### src/logic/ahs_regs.svh
// Operation
// - Steps run in order one to four; disabled steps are skipped.
// - Step one moves at high profile until detection, then decelerates.
// - With clear enabled, position counter is zeroed at sequence end without homing or limit error.
// - Step two moves at low speed until detection, then stops instantly.
// - Detection active at step two start: back off slowly, then retry.
// - Search limit active at step two start: fast reverse, slow, retry.
// - Search limit hit during step two: stop, then limit recovery.
// - Same direction and input inactive at step two: fast/slow reverse.
// - Step three moves at low speed until index, then stops instantly.
// - Index already active at step three start: homing error, end.
// - Search limit active at step three start: limit error, end.
// - Search limit hit during step three: limit error, end.
// - Step four moves the signed offset at high profile.
// - Software position limits are ignored while homing runs.
// - High-speed moves use the fourth speed set profile settings.
// - Limit source uses the limit in each step's search direction.
// - Home and index active levels selectable, low by default.
// - Four step enables off by default; directions -,-,+ by default.
// - Ramp choice has six options, default ramp with start speed.
`ifndef AHS_REGS_SVH
`define AHS_REGS_SVH
`define AHS_CTRL       8'h00
`define AHS_CFG        8'h04
`define AHS_START      8'h08
`define AHS_DRIVE      8'h0C
`define AHS_ACC        8'h10
`define AHS_DEC        8'h14
`define AHS_LOW        8'h18
`define AHS_OFFSET     8'h1C
`define AHS_STATUS     8'h20
`define AHS_B_SRCLIM   0
`define AHS_B_HOMEHI   1
`define AHS_B_IDXHI    2
`define AHS_B_LIMHI    3
`define AHS_B_LIMSLOW  4
`define AHS_B_POSCLR   5
`define AHS_B_EN       8
`define AHS_B_DIR      12
`define AHS_B_RAMP     16
`define AHS_CFG_RST    32'h0002_4020
`define AHS_SPD_MAX    32'h0007_A120
`define AHS_MS_MAX     32'h0000_2710
`define AHS_START_RST  32'h0000_0FA0
`define AHS_DRIVE_RST  32'h0000_9C40
`define AHS_ACC_RST    32'h0000_01F4
`define AHS_LOW_RST    32'h0000_0FA0
`define AHS_OFF_RST    32'h0000_0064
`define AHS_OFF_MAX    32'h7FFF_FFFE
`endif

### src/logic/ahs_pkg.sv
package ahs_pkg;
    typedef enum logic [2:0] {
        RAMP_CONST, RAMP_TRAP1, RAMP_TRAP2, RAMP_TRAP3, RAMP_SCURVE1,
        RAMP_SCURVE2
    } ahs_ramp_t;
    typedef struct packed {
        logic [2:0]  ramp;
        logic [18:0] startSpd;
        logic [18:0] driveSpd;
        logic [13:0] accMs;
        logic [13:0] decMs;
        logic [18:0] lowSpd;
    } ahs_prof_t;
    typedef struct packed {
        logic        dir;
        logic        hiSpeed;
        logic        counted;
        logic [31:0] count;
    } ahs_move_t;
    typedef enum logic [3:0] {
        ST_IDLE, ST_S1GO, ST_S1RUN, ST_S2CHK, ST_S2RUN, ST_RVHI, ST_RVLO,
        ST_S3CHK, ST_S3RUN, ST_S4GO, ST_S4WAIT, ST_S4RUN, ST_HALT, ST_DONE
    } ahs_state_t;
endpackage : ahs_pkg

### src/logic/ahs_sequencer.sv
// Local design decisions: the APB interface to the registers and the register offsets.
`timescale 1ns/1ns
`include "ahs_regs.svh"
module ahs_sequencer (
    input  wire logic              clk,
    input  wire logic              rstn,
    input  wire logic              psel,
    input  wire logic              penable,
    input  wire logic              pwrite,
    input  wire logic [7:0]        paddr,
    input  wire logic [31:0]       pwdata,
    output logic [31:0]            prdata,
    output logic                   pready,
    output logic                   pslverr,
    input  wire logic              homePin,
    input  wire logic              indexPin,
    input  wire logic              limPosPin,
    input  wire logic              limNegPin,
    input  wire logic              pgBusy,
    output ahs_pkg::ahs_move_t     moveCmd,
    output logic                   moveGo,
    output logic                   stopNow,
    output logic                   stopDecel,
    output ahs_pkg::ahs_prof_t     profile,
    output logic                   limStopSlow,
    output logic                   limActiveHigh,
    output logic                   swLimIgnore,
    output logic                   posClear
);
    logic [31:0] cfg_r, cfg_nxt, start_r, start_nxt, drive_r, drive_nxt;
    logic [31:0] acc_r, acc_nxt, dec_r, dec_nxt, low_r, low_nxt;
    logic [31:0] off_r, off_nxt;
    logic [3:0]  sync1_r, sync2_r;
    ahs_pkg::ahs_state_t st_r, st_nxt, ret_r, ret_nxt;
    ahs_pkg::ahs_move_t  mv_r, mv_nxt;
    logic go_r, go_nxt, sn_r, sn_nxt, sd_r, sd_nxt, pc_r, pc_nxt;
    logic done_r, done_nxt, herr_r, herr_nxt, lerr_r, lerr_nxt;
    logic rec_r, rec_nxt;
    logic wr, startReq, abortReq;
    logic homeAct, idxAct, limP, limN, srcLim;
    logic [3:0] en;
    logic [2:0] dir;
    logic [31:0] offAbs;

    // Clamp a written value into 1..max
    function automatic logic [31:0] clampVal(input logic [31:0] v,
                                             input logic [31:0] mx);
        clampVal = (v == 32'h0000_0000) ? 32'h0000_0001 :
                   ((v > mx) ? mx : v);
    endfunction : clampVal

    // Clamp the signed offset into its legal symmetric range
    function automatic logic [31:0] clampOff(input logic [31:0] v);
        logic signed [31:0] s;
        s = v;
        if (s > $signed(`AHS_OFF_MAX))
            clampOff = `AHS_OFF_MAX;
        else if (s < -$signed(`AHS_OFF_MAX))
            clampOff = -`AHS_OFF_MAX;
        else
            clampOff = v;
    endfunction : clampOff

    assign wr       = psel && penable && pwrite;
    assign startReq = wr && paddr == `AHS_CTRL && pwdata[0];
    assign abortReq = wr && paddr == `AHS_CTRL && pwdata[1];
    assign pready   = 1'b1;
    assign pslverr  = psel && penable && !(paddr inside {`AHS_CTRL,
                      `AHS_CFG, `AHS_START, `AHS_DRIVE, `AHS_ACC, `AHS_DEC,
                      `AHS_LOW, `AHS_OFFSET, `AHS_STATUS});

    // Speed and time writes are clamped so the generator never sees zero
    always_comb begin
        cfg_nxt   = cfg_r;
        start_nxt = start_r;
        drive_nxt = drive_r;
        acc_nxt   = acc_r;
        dec_nxt   = dec_r;
        low_nxt   = low_r;
        off_nxt   = off_r;
        if (wr) begin
            unique case (paddr)
                `AHS_CFG:    cfg_nxt   = pwdata & 32'h0007_7F3F;
                `AHS_START:  start_nxt = clampVal(pwdata, `AHS_SPD_MAX);
                `AHS_DRIVE:  drive_nxt = clampVal(pwdata, `AHS_SPD_MAX);
                `AHS_ACC:    acc_nxt   = clampVal(pwdata, `AHS_MS_MAX);
                `AHS_DEC:    dec_nxt   = clampVal(pwdata, `AHS_MS_MAX);
                `AHS_LOW:    low_nxt   = clampVal(pwdata, `AHS_SPD_MAX);
                `AHS_OFFSET: off_nxt   = clampOff(pwdata);
                default: ;
            endcase
            if (paddr == `AHS_CFG && pwdata[18:16] > 3'h5)
                cfg_nxt[18:16] = cfg_r[18:16];
        end
    end

    always_ff @(posedge clk or negedge rstn) begin
        if (!rstn) begin
            cfg_r   <= `AHS_CFG_RST;
            start_r <= `AHS_START_RST;
            drive_r <= `AHS_DRIVE_RST;
            acc_r   <= `AHS_ACC_RST;
            dec_r   <= `AHS_ACC_RST;
            low_r   <= `AHS_LOW_RST;
            off_r   <= `AHS_OFF_RST;
        end else begin
            cfg_r   <= cfg_nxt;
            start_r <= start_nxt;
            drive_r <= drive_nxt;
            acc_r   <= acc_nxt;
            dec_r   <= dec_nxt;
            low_r   <= low_nxt;
            off_r   <= off_nxt;
        end
    end

    always_comb begin
        prdata = 32'h0000_0000;
        unique case (paddr)
            `AHS_CFG:    prdata = cfg_r;
            `AHS_START:  prdata = start_r;
            `AHS_DRIVE:  prdata = drive_r;
            `AHS_ACC:    prdata = acc_r;
            `AHS_DEC:    prdata = dec_r;
            `AHS_LOW:    prdata = low_r;
            `AHS_OFFSET: prdata = off_r;
            `AHS_STATUS: prdata = {28'h0000000, lerr_r, herr_r, done_r,
                                   st_r != ahs_pkg::ST_IDLE};
            default: ;
        endcase
    end

    // Pins are asynchronous to clk
    always_ff @(posedge clk or negedge rstn) begin
        if (!rstn) begin
            sync1_r <= 4'h0;
            sync2_r <= 4'h0;
        end else begin
            sync1_r <= {limNegPin, limPosPin, indexPin, homePin};
            sync2_r <= sync1_r;
        end
    end

    assign srcLim  = cfg_r[`AHS_B_SRCLIM];
    assign en      = cfg_r[`AHS_B_EN +: 4];
    assign dir     = cfg_r[`AHS_B_DIR +: 3];
    assign homeAct = sync2_r[0] ~^ cfg_r[`AHS_B_HOMEHI];
    assign idxAct  = sync2_r[1] ~^ cfg_r[`AHS_B_IDXHI];
    assign limP    = sync2_r[2] ~^ cfg_r[`AHS_B_LIMHI];
    assign limN    = sync2_r[3] ~^ cfg_r[`AHS_B_LIMHI];
    assign offAbs  = off_r[31] ? -off_r : off_r;

    function automatic logic limIn(input logic d, input logic p,
                                   input logic n);
        limIn = d ? p : n;
    endfunction : limIn

    logic lim1, lim2, lim3, det1, det2;
    assign lim1 = limIn(dir[0], limP, limN);
    assign lim2 = limIn(dir[1], limP, limN);
    assign lim3 = limIn(dir[2], limP, limN);
    assign det1 = srcLim ? lim1 : homeAct;
    assign det2 = srcLim ? lim2 : homeAct;

    // Motion is launched with a one-cycle go and watched through pgBusy
    always_comb begin
        st_nxt   = st_r;
        ret_nxt  = ret_r;
        mv_nxt   = mv_r;
        go_nxt   = 1'b0;
        sn_nxt   = 1'b0;
        sd_nxt   = 1'b0;
        pc_nxt   = 1'b0;
        done_nxt = done_r;
        herr_nxt = herr_r;
        lerr_nxt = lerr_r;
        rec_nxt  = rec_r;
        unique case (st_r)
            ahs_pkg::ST_IDLE: begin
                if (startReq) begin
                    st_nxt   = ahs_pkg::ST_S1GO;
                    done_nxt = 1'b0;
                    herr_nxt = 1'b0;
                    lerr_nxt = 1'b0;
                    rec_nxt  = 1'b0;
                end
            end
            ahs_pkg::ST_S1GO: begin
                if (!en[0] || det1 || (!srcLim && lim1))
                    st_nxt = ahs_pkg::ST_S2CHK;
                else begin
                    mv_nxt = '{dir[0], 1'b1, 1'b0, 32'h0};
                    go_nxt = 1'b1;
                    st_nxt = ahs_pkg::ST_S1RUN;
                end
            end
            ahs_pkg::ST_S1RUN: begin
                if (det1 || (!srcLim && lim1)) begin
                    sd_nxt  = 1'b1;
                    ret_nxt = ahs_pkg::ST_S2CHK;
                    st_nxt  = ahs_pkg::ST_HALT;
                end
            end
            ahs_pkg::ST_S2CHK: begin
                if (!en[1])
                    st_nxt = ahs_pkg::ST_S3CHK;
                else if (det2) begin
                    mv_nxt  = '{!dir[1], 1'b0, 1'b0, 32'h0};
                    go_nxt  = 1'b1;
                    rec_nxt = 1'b1;
                    st_nxt  = ahs_pkg::ST_RVLO;
                end else if ((!srcLim && lim2) ||
                             (!rec_r && en[0] && dir[0] == dir[1])) begin
                    mv_nxt  = '{!dir[1], 1'b1, 1'b0, 32'h0};
                    go_nxt  = 1'b1;
                    rec_nxt = 1'b1;
                    st_nxt  = ahs_pkg::ST_RVHI;
                end else begin
                    mv_nxt = '{dir[1], 1'b0, 1'b0, 32'h0};
                    go_nxt = 1'b1;
                    st_nxt = ahs_pkg::ST_S2RUN;
                end
            end
            ahs_pkg::ST_S2RUN: begin
                if (det2) begin
                    sn_nxt  = 1'b1;
                    ret_nxt = ahs_pkg::ST_S3CHK;
                    st_nxt  = ahs_pkg::ST_HALT;
                end else if (!srcLim && lim2) begin
                    sn_nxt  = 1'b1;
                    ret_nxt = ahs_pkg::ST_S2CHK;
                    st_nxt  = ahs_pkg::ST_HALT;
                end
            end
            ahs_pkg::ST_RVHI: begin
                if (det2) begin
                    sd_nxt  = 1'b1;
                    ret_nxt = ahs_pkg::ST_RVLO;
                    st_nxt  = ahs_pkg::ST_HALT;
                end
            end
            ahs_pkg::ST_RVLO: begin
                if (!go_r && !pgBusy) begin
                    mv_nxt = '{!dir[1], 1'b0, 1'b0, 32'h0};
                    go_nxt = 1'b1;
                end else if (!det2) begin
                    sn_nxt  = 1'b1;
                    ret_nxt = ahs_pkg::ST_S2CHK;
                    st_nxt  = ahs_pkg::ST_HALT;
                end
            end
            ahs_pkg::ST_S3CHK: begin
                if (!en[2])
                    st_nxt = ahs_pkg::ST_S4GO;
                else if (idxAct) begin
                    herr_nxt = 1'b1;
                    st_nxt   = ahs_pkg::ST_DONE;
                end else if (lim3) begin
                    lerr_nxt = 1'b1;
                    st_nxt   = ahs_pkg::ST_DONE;
                end else begin
                    mv_nxt = '{dir[2], 1'b0, 1'b0, 32'h0};
                    go_nxt = 1'b1;
                    st_nxt = ahs_pkg::ST_S3RUN;
                end
            end
            ahs_pkg::ST_S3RUN: begin
                if (lim3) begin
                    sn_nxt   = 1'b1;
                    lerr_nxt = 1'b1;
                    ret_nxt  = ahs_pkg::ST_DONE;
                    st_nxt   = ahs_pkg::ST_HALT;
                end else if (idxAct) begin
                    sn_nxt  = 1'b1;
                    ret_nxt = ahs_pkg::ST_S4GO;
                    st_nxt  = ahs_pkg::ST_HALT;
                end
            end
            ahs_pkg::ST_S4GO: begin
                if (!en[3] || off_r == 32'h0)
                    st_nxt = ahs_pkg::ST_DONE;
                else begin
                    mv_nxt = '{!off_r[31], 1'b1, 1'b1, offAbs};
                    go_nxt = 1'b1;
                    st_nxt = ahs_pkg::ST_S4WAIT;
                end
            end
            ahs_pkg::ST_S4WAIT: begin
                if (pgBusy)
                    st_nxt = ahs_pkg::ST_S4RUN;
            end
            ahs_pkg::ST_S4RUN: begin
                if (!pgBusy)
                    st_nxt = ahs_pkg::ST_DONE;
            end
            // Wait out the stop; a decelerating stop takes many cycles
            ahs_pkg::ST_HALT: begin
                if (!pgBusy && !sn_r && !sd_r)
                    st_nxt = ret_r;
            end
            ahs_pkg::ST_DONE: begin
                pc_nxt   = cfg_r[`AHS_B_POSCLR] && !herr_r && !lerr_r;
                done_nxt = 1'b1;
                st_nxt   = ahs_pkg::ST_IDLE;
            end
        endcase
        if (abortReq && st_r != ahs_pkg::ST_IDLE &&
            st_r != ahs_pkg::ST_DONE) begin
            sn_nxt  = 1'b1;
            go_nxt  = 1'b0;
            ret_nxt = ahs_pkg::ST_DONE;
            st_nxt  = ahs_pkg::ST_HALT;
        end
    end

    always_ff @(posedge clk or negedge rstn) begin
        if (!rstn) begin
            st_r   <= ahs_pkg::ST_IDLE;
            ret_r  <= ahs_pkg::ST_IDLE;
            mv_r   <= '0;
            go_r   <= 1'b0;
            sn_r   <= 1'b0;
            sd_r   <= 1'b0;
            pc_r   <= 1'b0;
            done_r <= 1'b0;
            herr_r <= 1'b0;
            lerr_r <= 1'b0;
            rec_r  <= 1'b0;
        end else begin
            st_r   <= st_nxt;
            ret_r  <= ret_nxt;
            mv_r   <= mv_nxt;
            go_r   <= go_nxt;
            sn_r   <= sn_nxt;
            sd_r   <= sd_nxt;
            pc_r   <= pc_nxt;
            done_r <= done_nxt;
            herr_r <= herr_nxt;
            lerr_r <= lerr_nxt;
            rec_r  <= rec_nxt;
        end
    end

    assign moveCmd          = mv_r;
    assign moveGo           = go_r;
    assign stopNow          = sn_r;
    assign stopDecel        = sd_r;
    assign posClear         = pc_r;
    assign swLimIgnore      = st_r != ahs_pkg::ST_IDLE;
    assign limStopSlow      = cfg_r[`AHS_B_LIMSLOW];
    assign limActiveHigh    = cfg_r[`AHS_B_LIMHI];
    assign profile.ramp     = cfg_r[`AHS_B_RAMP +: 3];
    assign profile.startSpd = start_r[18:0];
    assign profile.driveSpd = drive_r[18:0];
    assign profile.accMs    = acc_r[13:0];
    assign profile.decMs    = dec_r[13:0];
    assign profile.lowSpd   = low_r[18:0];
endmodule : ahs_sequencer

### config.mk
export PLATFORM = sky130hd
export DESIGN_NAME = ahs_sequencer
export DESIGN_NICKNAME = d
export VERILOG_FILES = /design/src/logic/ahs_pkg.sv /design/src/logic/ahs_sequencer.sv
export VERILOG_INCLUDE_DIRS = /design/src /design/src/logic
export SDC_FILE = /design/constraint.sdc
export NUM_CORES = 1
export LEC_CHECK = 0
export BUFFER_PORTS_ARGS = -buffer_cell sky130_fd_sc_hd__buf_2
export CORE_MARGIN = 2
export CORE_UTILIZATION = 61
export DETAILED_ROUTE_END_ITERATION = 16
export HOLD_SLACK_MARGIN = 0.02
export PLACE_DENSITY_LB_ADDON = 0.25
export SYNTH_ARGS = -nofsm -noshare
export SYNTH_HDL_FRONTEND = slang
export SYNTH_SLANG_ARGS = --single-unit
### constraint.sdc
create_clock -name clk -period 10.8 [get_ports clk]
set_input_delay 3.24 -clock clk [delete_from_list [all_inputs] [get_ports clk]]
set_output_delay 3.24 -clock clk [all_outputs]
set_load 0.03 [all_outputs]
### After elaboration in Yosys (flattened, before gate mapping)

Index checks and enable logic that the tools add are counted.

* bitwise gates (word level): 5
* eq/ne operators: 43
* add/subtract/negate cells: 1
* magnitude comparators: 5
* reductions and logical operators: 63
* mux-type cells: 89

Operators by type and width (count)
* 35-bit 2-to-1 mux: 9
* 32-bit case mux with 8 select lines: 1
* 32-bit 2-to-1 mux: 7
* 35-bit case mux with 5 select lines: 1
* 4-bit 2-to-1 mux: 22
* 32-bit logical NOT: 2
* 4-bit case mux with 14 select lines: 1
* 1-bit 2-to-1 mux: 34
* 8-bit by 5-bit equality test with 1-bit output, second input constant: 4
* 32-bit by 14-bit greater-than comparator with 1-bit output, second input constant: 1
* 32-bit by 19-bit greater-than comparator with 1-bit output, second input constant: 1
* 32-bit greater-than comparator, second input constant: 1
* 32-bit less-than comparator, second input constant: 1
* 32-bit negator: 1
* 3-bit != test, second input constant: 9
* 4-bit equality test, second input constant: 6
* 4-bit case mux with 5 select lines: 1
* 1-bit logical AND: 18
* 2-bit != test, second input constant: 9
* 4-bit by 3-bit equality test with 1-bit output, second input constant: 4
* 8-bit by 4-bit equality test with 1-bit output, second input constant: 2
* 2-bit AND reduction: 8
* 1-bit logical NOT: 13
* 3-bit 2-to-1 mux: 4
* 27 further kinds: 46

* output and inout port bits: 164
* bits in registers: 267
* input port bits: 50
* logic and storage cells: 230

### Longest topological paths before layout

* word-level depth: 9
* depth in mapped cells: 9
* mapped depth without buffers: 8

### Least setup slack after synthesis

OpenSTA, ideal clock, no wires.

* path kind: input to output
* start: input paddr[5]
* end: output prdata[13]
* arrival: 5.062 ns
* slack: 2.498 ns
* path buffers: 2
* stages on the path: 7
* required time: 7.560 ns
* path through: nor4b_1 nand2_1 nor2_1 clkbuf_1 buf_2 a22oi_1 nand3_1

* longest elaborated chain between the ends: 2
* elaborated cells on any way between the ends: 9
* those cells by class: 8 x eq/ne; 1 x mux

Ends and longest elaborated chain
* from (decl): line ahs_sequencer.sv:10 `input wire logic [7:0] paddr,`
* 8-bit by 6-bit equality test with 1-bit output, or another cell as far along: line ahs_sequencer.sv:119 `unique case (paddr)`
* 32-bit case mux with 8 select lines *: line ahs_sequencer.sv:119
* to (decl): line ahs_sequencer.sv:12 `output logic [31:0] prdata,`

Mark *: on every way between the ends. The rest lies on a longest branch, timed or not.

### Worst setup path after layout

* start: input paddr[5]
* end: output prdata[20]

The elaborated chain is that of the path after synthesis.

==> flow_summary.ini <==
[outcome]
run_status = completed

[route]
postRouteWirelength_um = 39100
routed_wire_length_per_instance_um = 23.41
drtAntennaViolNets = 0
count_of_vias_placed_by_the_detailed_router = 10880
dr.pass1.iters = 6
drc_violation_count_after_routing = 0
drt-vias-per-instance = 6.514
drt_first_iter_violations = 1274

[synth]
ys_top_cells_by_area = sky130_fd_sc_hd__dfrtp_1 (44%), sky130_fd_sc_hd__dfstp_2 (7.0%), sky130_fd_sc_hd__buf_4 (5.1%)
postSynthNetCount = 1349
synth.avg_cell_area_sq_um = 10.15
synth_top_area_share_pct = 44.10
dominantRegCellSynth = sky130_fd_sc_hd__dfrtp_1
async_reset_ff_share_pct = 100.0
synth_warnings = 0
gate_count_post_synth = 1297
synthDominantAreaCellType = sky130_fd_sc_hd__dfrtp_1
mappedNetlistArea_sq_um = 13160
ys_seq_area_share_pct = 51.09
synth_seq_cells = 267
synth_enable_flop_cells = 0
synthDistinctLibCells = 66

[global_route]
wire_length_of_the_first_global_routing_pass_um = 60260
groute.usage.overall_pct = 34.52
grt.busiest_layer = met2
met2_usage_pct = 51.00
grt.met1_usage_pct = 50.74
largest_net_degree_at_the_start_of_global_routing = 173
first_global_vias = 10430
grt.overflow.total = 0
number_of_antenna_violations_at_the_first_check_in_global_routing = 2
global_route.usage.met3_pct = 7.018

[layout]
fillers = 1673
multi_input_comb_area_sq_um = 5346
layout.cells.most_common = sky130_fd_sc_hd__dfrtp_1
drive_gt1_share_pct = 24.34
final-seq-area_sq_um = 6725
finalNonFillerCells = 1670
area_growth_pct = 10.76
finalNetCount = 1422
final_cell_mix = sky130_fd_sc_hd__dfrtp_1 (232), sky130_fd_sc_hd__buf_2 (211), sky130_fd_sc_hd__nand2_1 (82)
finalInstanceArea_sq_um = 14580

[critical_path]
critical_path_buffers_and_inverters = 3
crit_path_top_delay_cell = sky130_fd_sc_hd__and2_1
critical_path_class = primary input to output pin
path_depth = 7
rrSetupSlack_ps = 8040
crit_path_end_kind = output pin
crit_chain = buf_2 -> nor4_1 -> and2_1 -> buf_4 -> a22oi_1 -> nand3_1 -> buf_2
timing.critical_path.fanout_max = 26
reg2reg_from = off_r[0]
cp-endpoint = prdata[20]
critical_path.max_stage_delay_ps = 1090
worstSetupStartpoint = paddr[5]
cpMostUsedCell = sky130_fd_sc_hd__buf_2
timing.critical_path.required_ps = 7560
start_kind = primary input
reg2reg_depth = 8
arrival_ps = 5700
worst_reg2reg_endpoint = moveCmd[28]
top_delay_family_on_crit_path = simple AND/OR/NAND/NOR gates

[timing]
finalMaxSlewViolations = 0
fin_setup_tns_ps = 0
skew_ps = 15.69
rsz0062_at_grt = false
worst_setup_slack_after_layout_ps = 1858
finalSetupViolations = 0
timing_worst_slew_pin_value_ps = 1313
hold_viol = 0
timing.slew.headroom_pct = 12.45
min_period_ps = 8942
min_period_over_period_pct = 82.79
maxClockFrequency_mhz = 111.8

[power_and_ir_drop]
seq_power_share_pct = 43.3
worst_ir_drop_vdd_v = 0.0001479
power.share.switching_pct = 32.12
p_switching_mw = 0.8700
power_per_cell_area_nw_per_um2 = 185.8
share_comb_of_total_power_pct = 21.0
leakage_component_of_the_power_nw = 7.267
pint_mw = 1.839
power.clock.fraction_pct = 35.7

[clocking]
clk-insertion-delay-late_ps = 550
ctsHoldBuffers = 0
cts.sinks = 267
postCtsSetupBuffers = 0
h-tree-depth = 1
tritoncts = yes
clockRootBuffer = sky130_fd_sc_hd__clkbuf_16
clk_transition_reported_paths_ps = 60
cts_inserted_buffers = 29
cts-root-to-sink-buffers = 3
post_cts_resize_count = 0

[worst_hold_path]
hold_path.class = flop to flop
hold_path_startpoint = sync1_r[3]

[placed_design]
gp_congestion = 0.9905
pre_cts_ws_ps = 1947
place.port_buffers = 212
dp_hpwl_um = 26760
place.detailed.instances = 1614
placement.cell_area_sq_um = 13650

[die]
die_w_um = 150.9
design.core.area_sq_um = 21090
core_rows = 53
die_height_um = 150.9
num_io_pins = 214
die_area_sq_um = 22770
start_util_pct = 62.42

[run]
drv.max_cap_violation_count = 0
==> stage by stage <==
step	hold slack [ps]	power (mW)	util [%]
after floorplan	331.2	1.571	-
after global placement	333.5	1.747	64.71
after detailed placement	334.7	1.759	64.71
after CTS	347.8	2.714	69.12
after global routing	354.9	2.828	69.14
final	347.2	2.709	69.14
==> power groups by stage <==
| stage | Combinational [mW] | Clock [mW] | Sequential (mW) |
|---|---|---|---|
| 2_1_floorplan | 0.279 | 0 | 1.29 |
| 3_3_place_gp | 0.561 | 0 | 1.19 |
| 3_5_place_dp | 0.569 | 0 | 1.19 |
| 4_1_cts | 0.571 | 0.969 | 1.17 |
| 5_1_grt | 0.626 | 1.02 | 1.18 |
| 6_report | 0.569 | 0.966 | 1.17 |
==> cell families (layout without fill, tap and decap cells) <==
| group | count (synthesis) | in the layout | share of synthesized area, % |
|---|---|---|---|
| flip-flops | 267 | 267 | 51.09 |
| AO/OA/AOI/OAI | 343 | 343 | 18.49 |
| other | 1 | 3 | 0.02849 |
| adder cells (fa/ha/maj) | 2 | 2 | 0.1901 |
| buffers and inverters | 196 | 292 | 8.336 |
| XOR/XNOR | 39 | 39 | 2.595 |
| AND/OR/NAND/NOR | 425 | 425 | 17.31 |
| multiplexers | 24 | 24 | 1.968 |
==> final cells by class <==
class                      instances  area share (%)
tap                              275           2.360
sequential                       267           46.13
inverter                          13          0.3347
clock buffer                      42           5.724
multi-input combinational        834           36.67
timing repair buffer             225           8.101
antenna                            2         0.03433
clock inverter                    12          0.6522
==> synthesized netlist by cell type, drive strengths merged (3+ instances only) <==
cell and instances:
a21o 3, a21oi 32, a222oi 16, a22o 53, a22oi 77, a31oi 34
and2 55, and3 11, and3b 3, and4 3, buf 99, clkbuf 84
dfrtp 232, dfstp 35, inv 13, mux2 15, mux2i 9, nand2 82
nand2b 38, nand3 45, nand3b 3, nand4 13, nor2 80, nor2b 37
nor3 11, nor4 15, nor4b 4, o211ai 4, o21a 3, o21ai 73
o22a 14, o31ai 10, o41ai 7, or2 4, or3 8, or4 9
xnor2 8, xor2 31
==> worst min path at each step <==
stage                            end  slack (ps)  cells after the start
final                     sync2_r[3]         350                      0
after global routing      sync2_r[2]         350                      0
after CTS                 sync2_r[3]         350                      0
after detailed placement  sync2_r[3]         330                      0
after global placement    sync2_r[3]         330                      0
after floorplan           sync2_r[0]         330                      0
==> registers in the layout, summed over array words and instances, names as in the netlist <==
register and cells:
moveCmd 35, acc_r 32, dec_r 32, drive_r 32, low_r 32, off_r 32, start_r 32, cfg_r 16
ret_r 4, st_r 4, sync1_r 4, sync2_r 4, done_r 1, herr_r 1, lerr_r 1, moveGo 1
posClear 1, rec_r 1, stopDecel 1, stopNow 1
==> layer usage <==
metal | up-vias | share of wire, %
met5 | - | 0
met2 | 693 | 44
met4 | 0 | 3.6
met1 | 5332 | 41
li1 | 4747 | -
met3 | 106 | 11
Note: power is estimated with default switching activity, not from simulation.
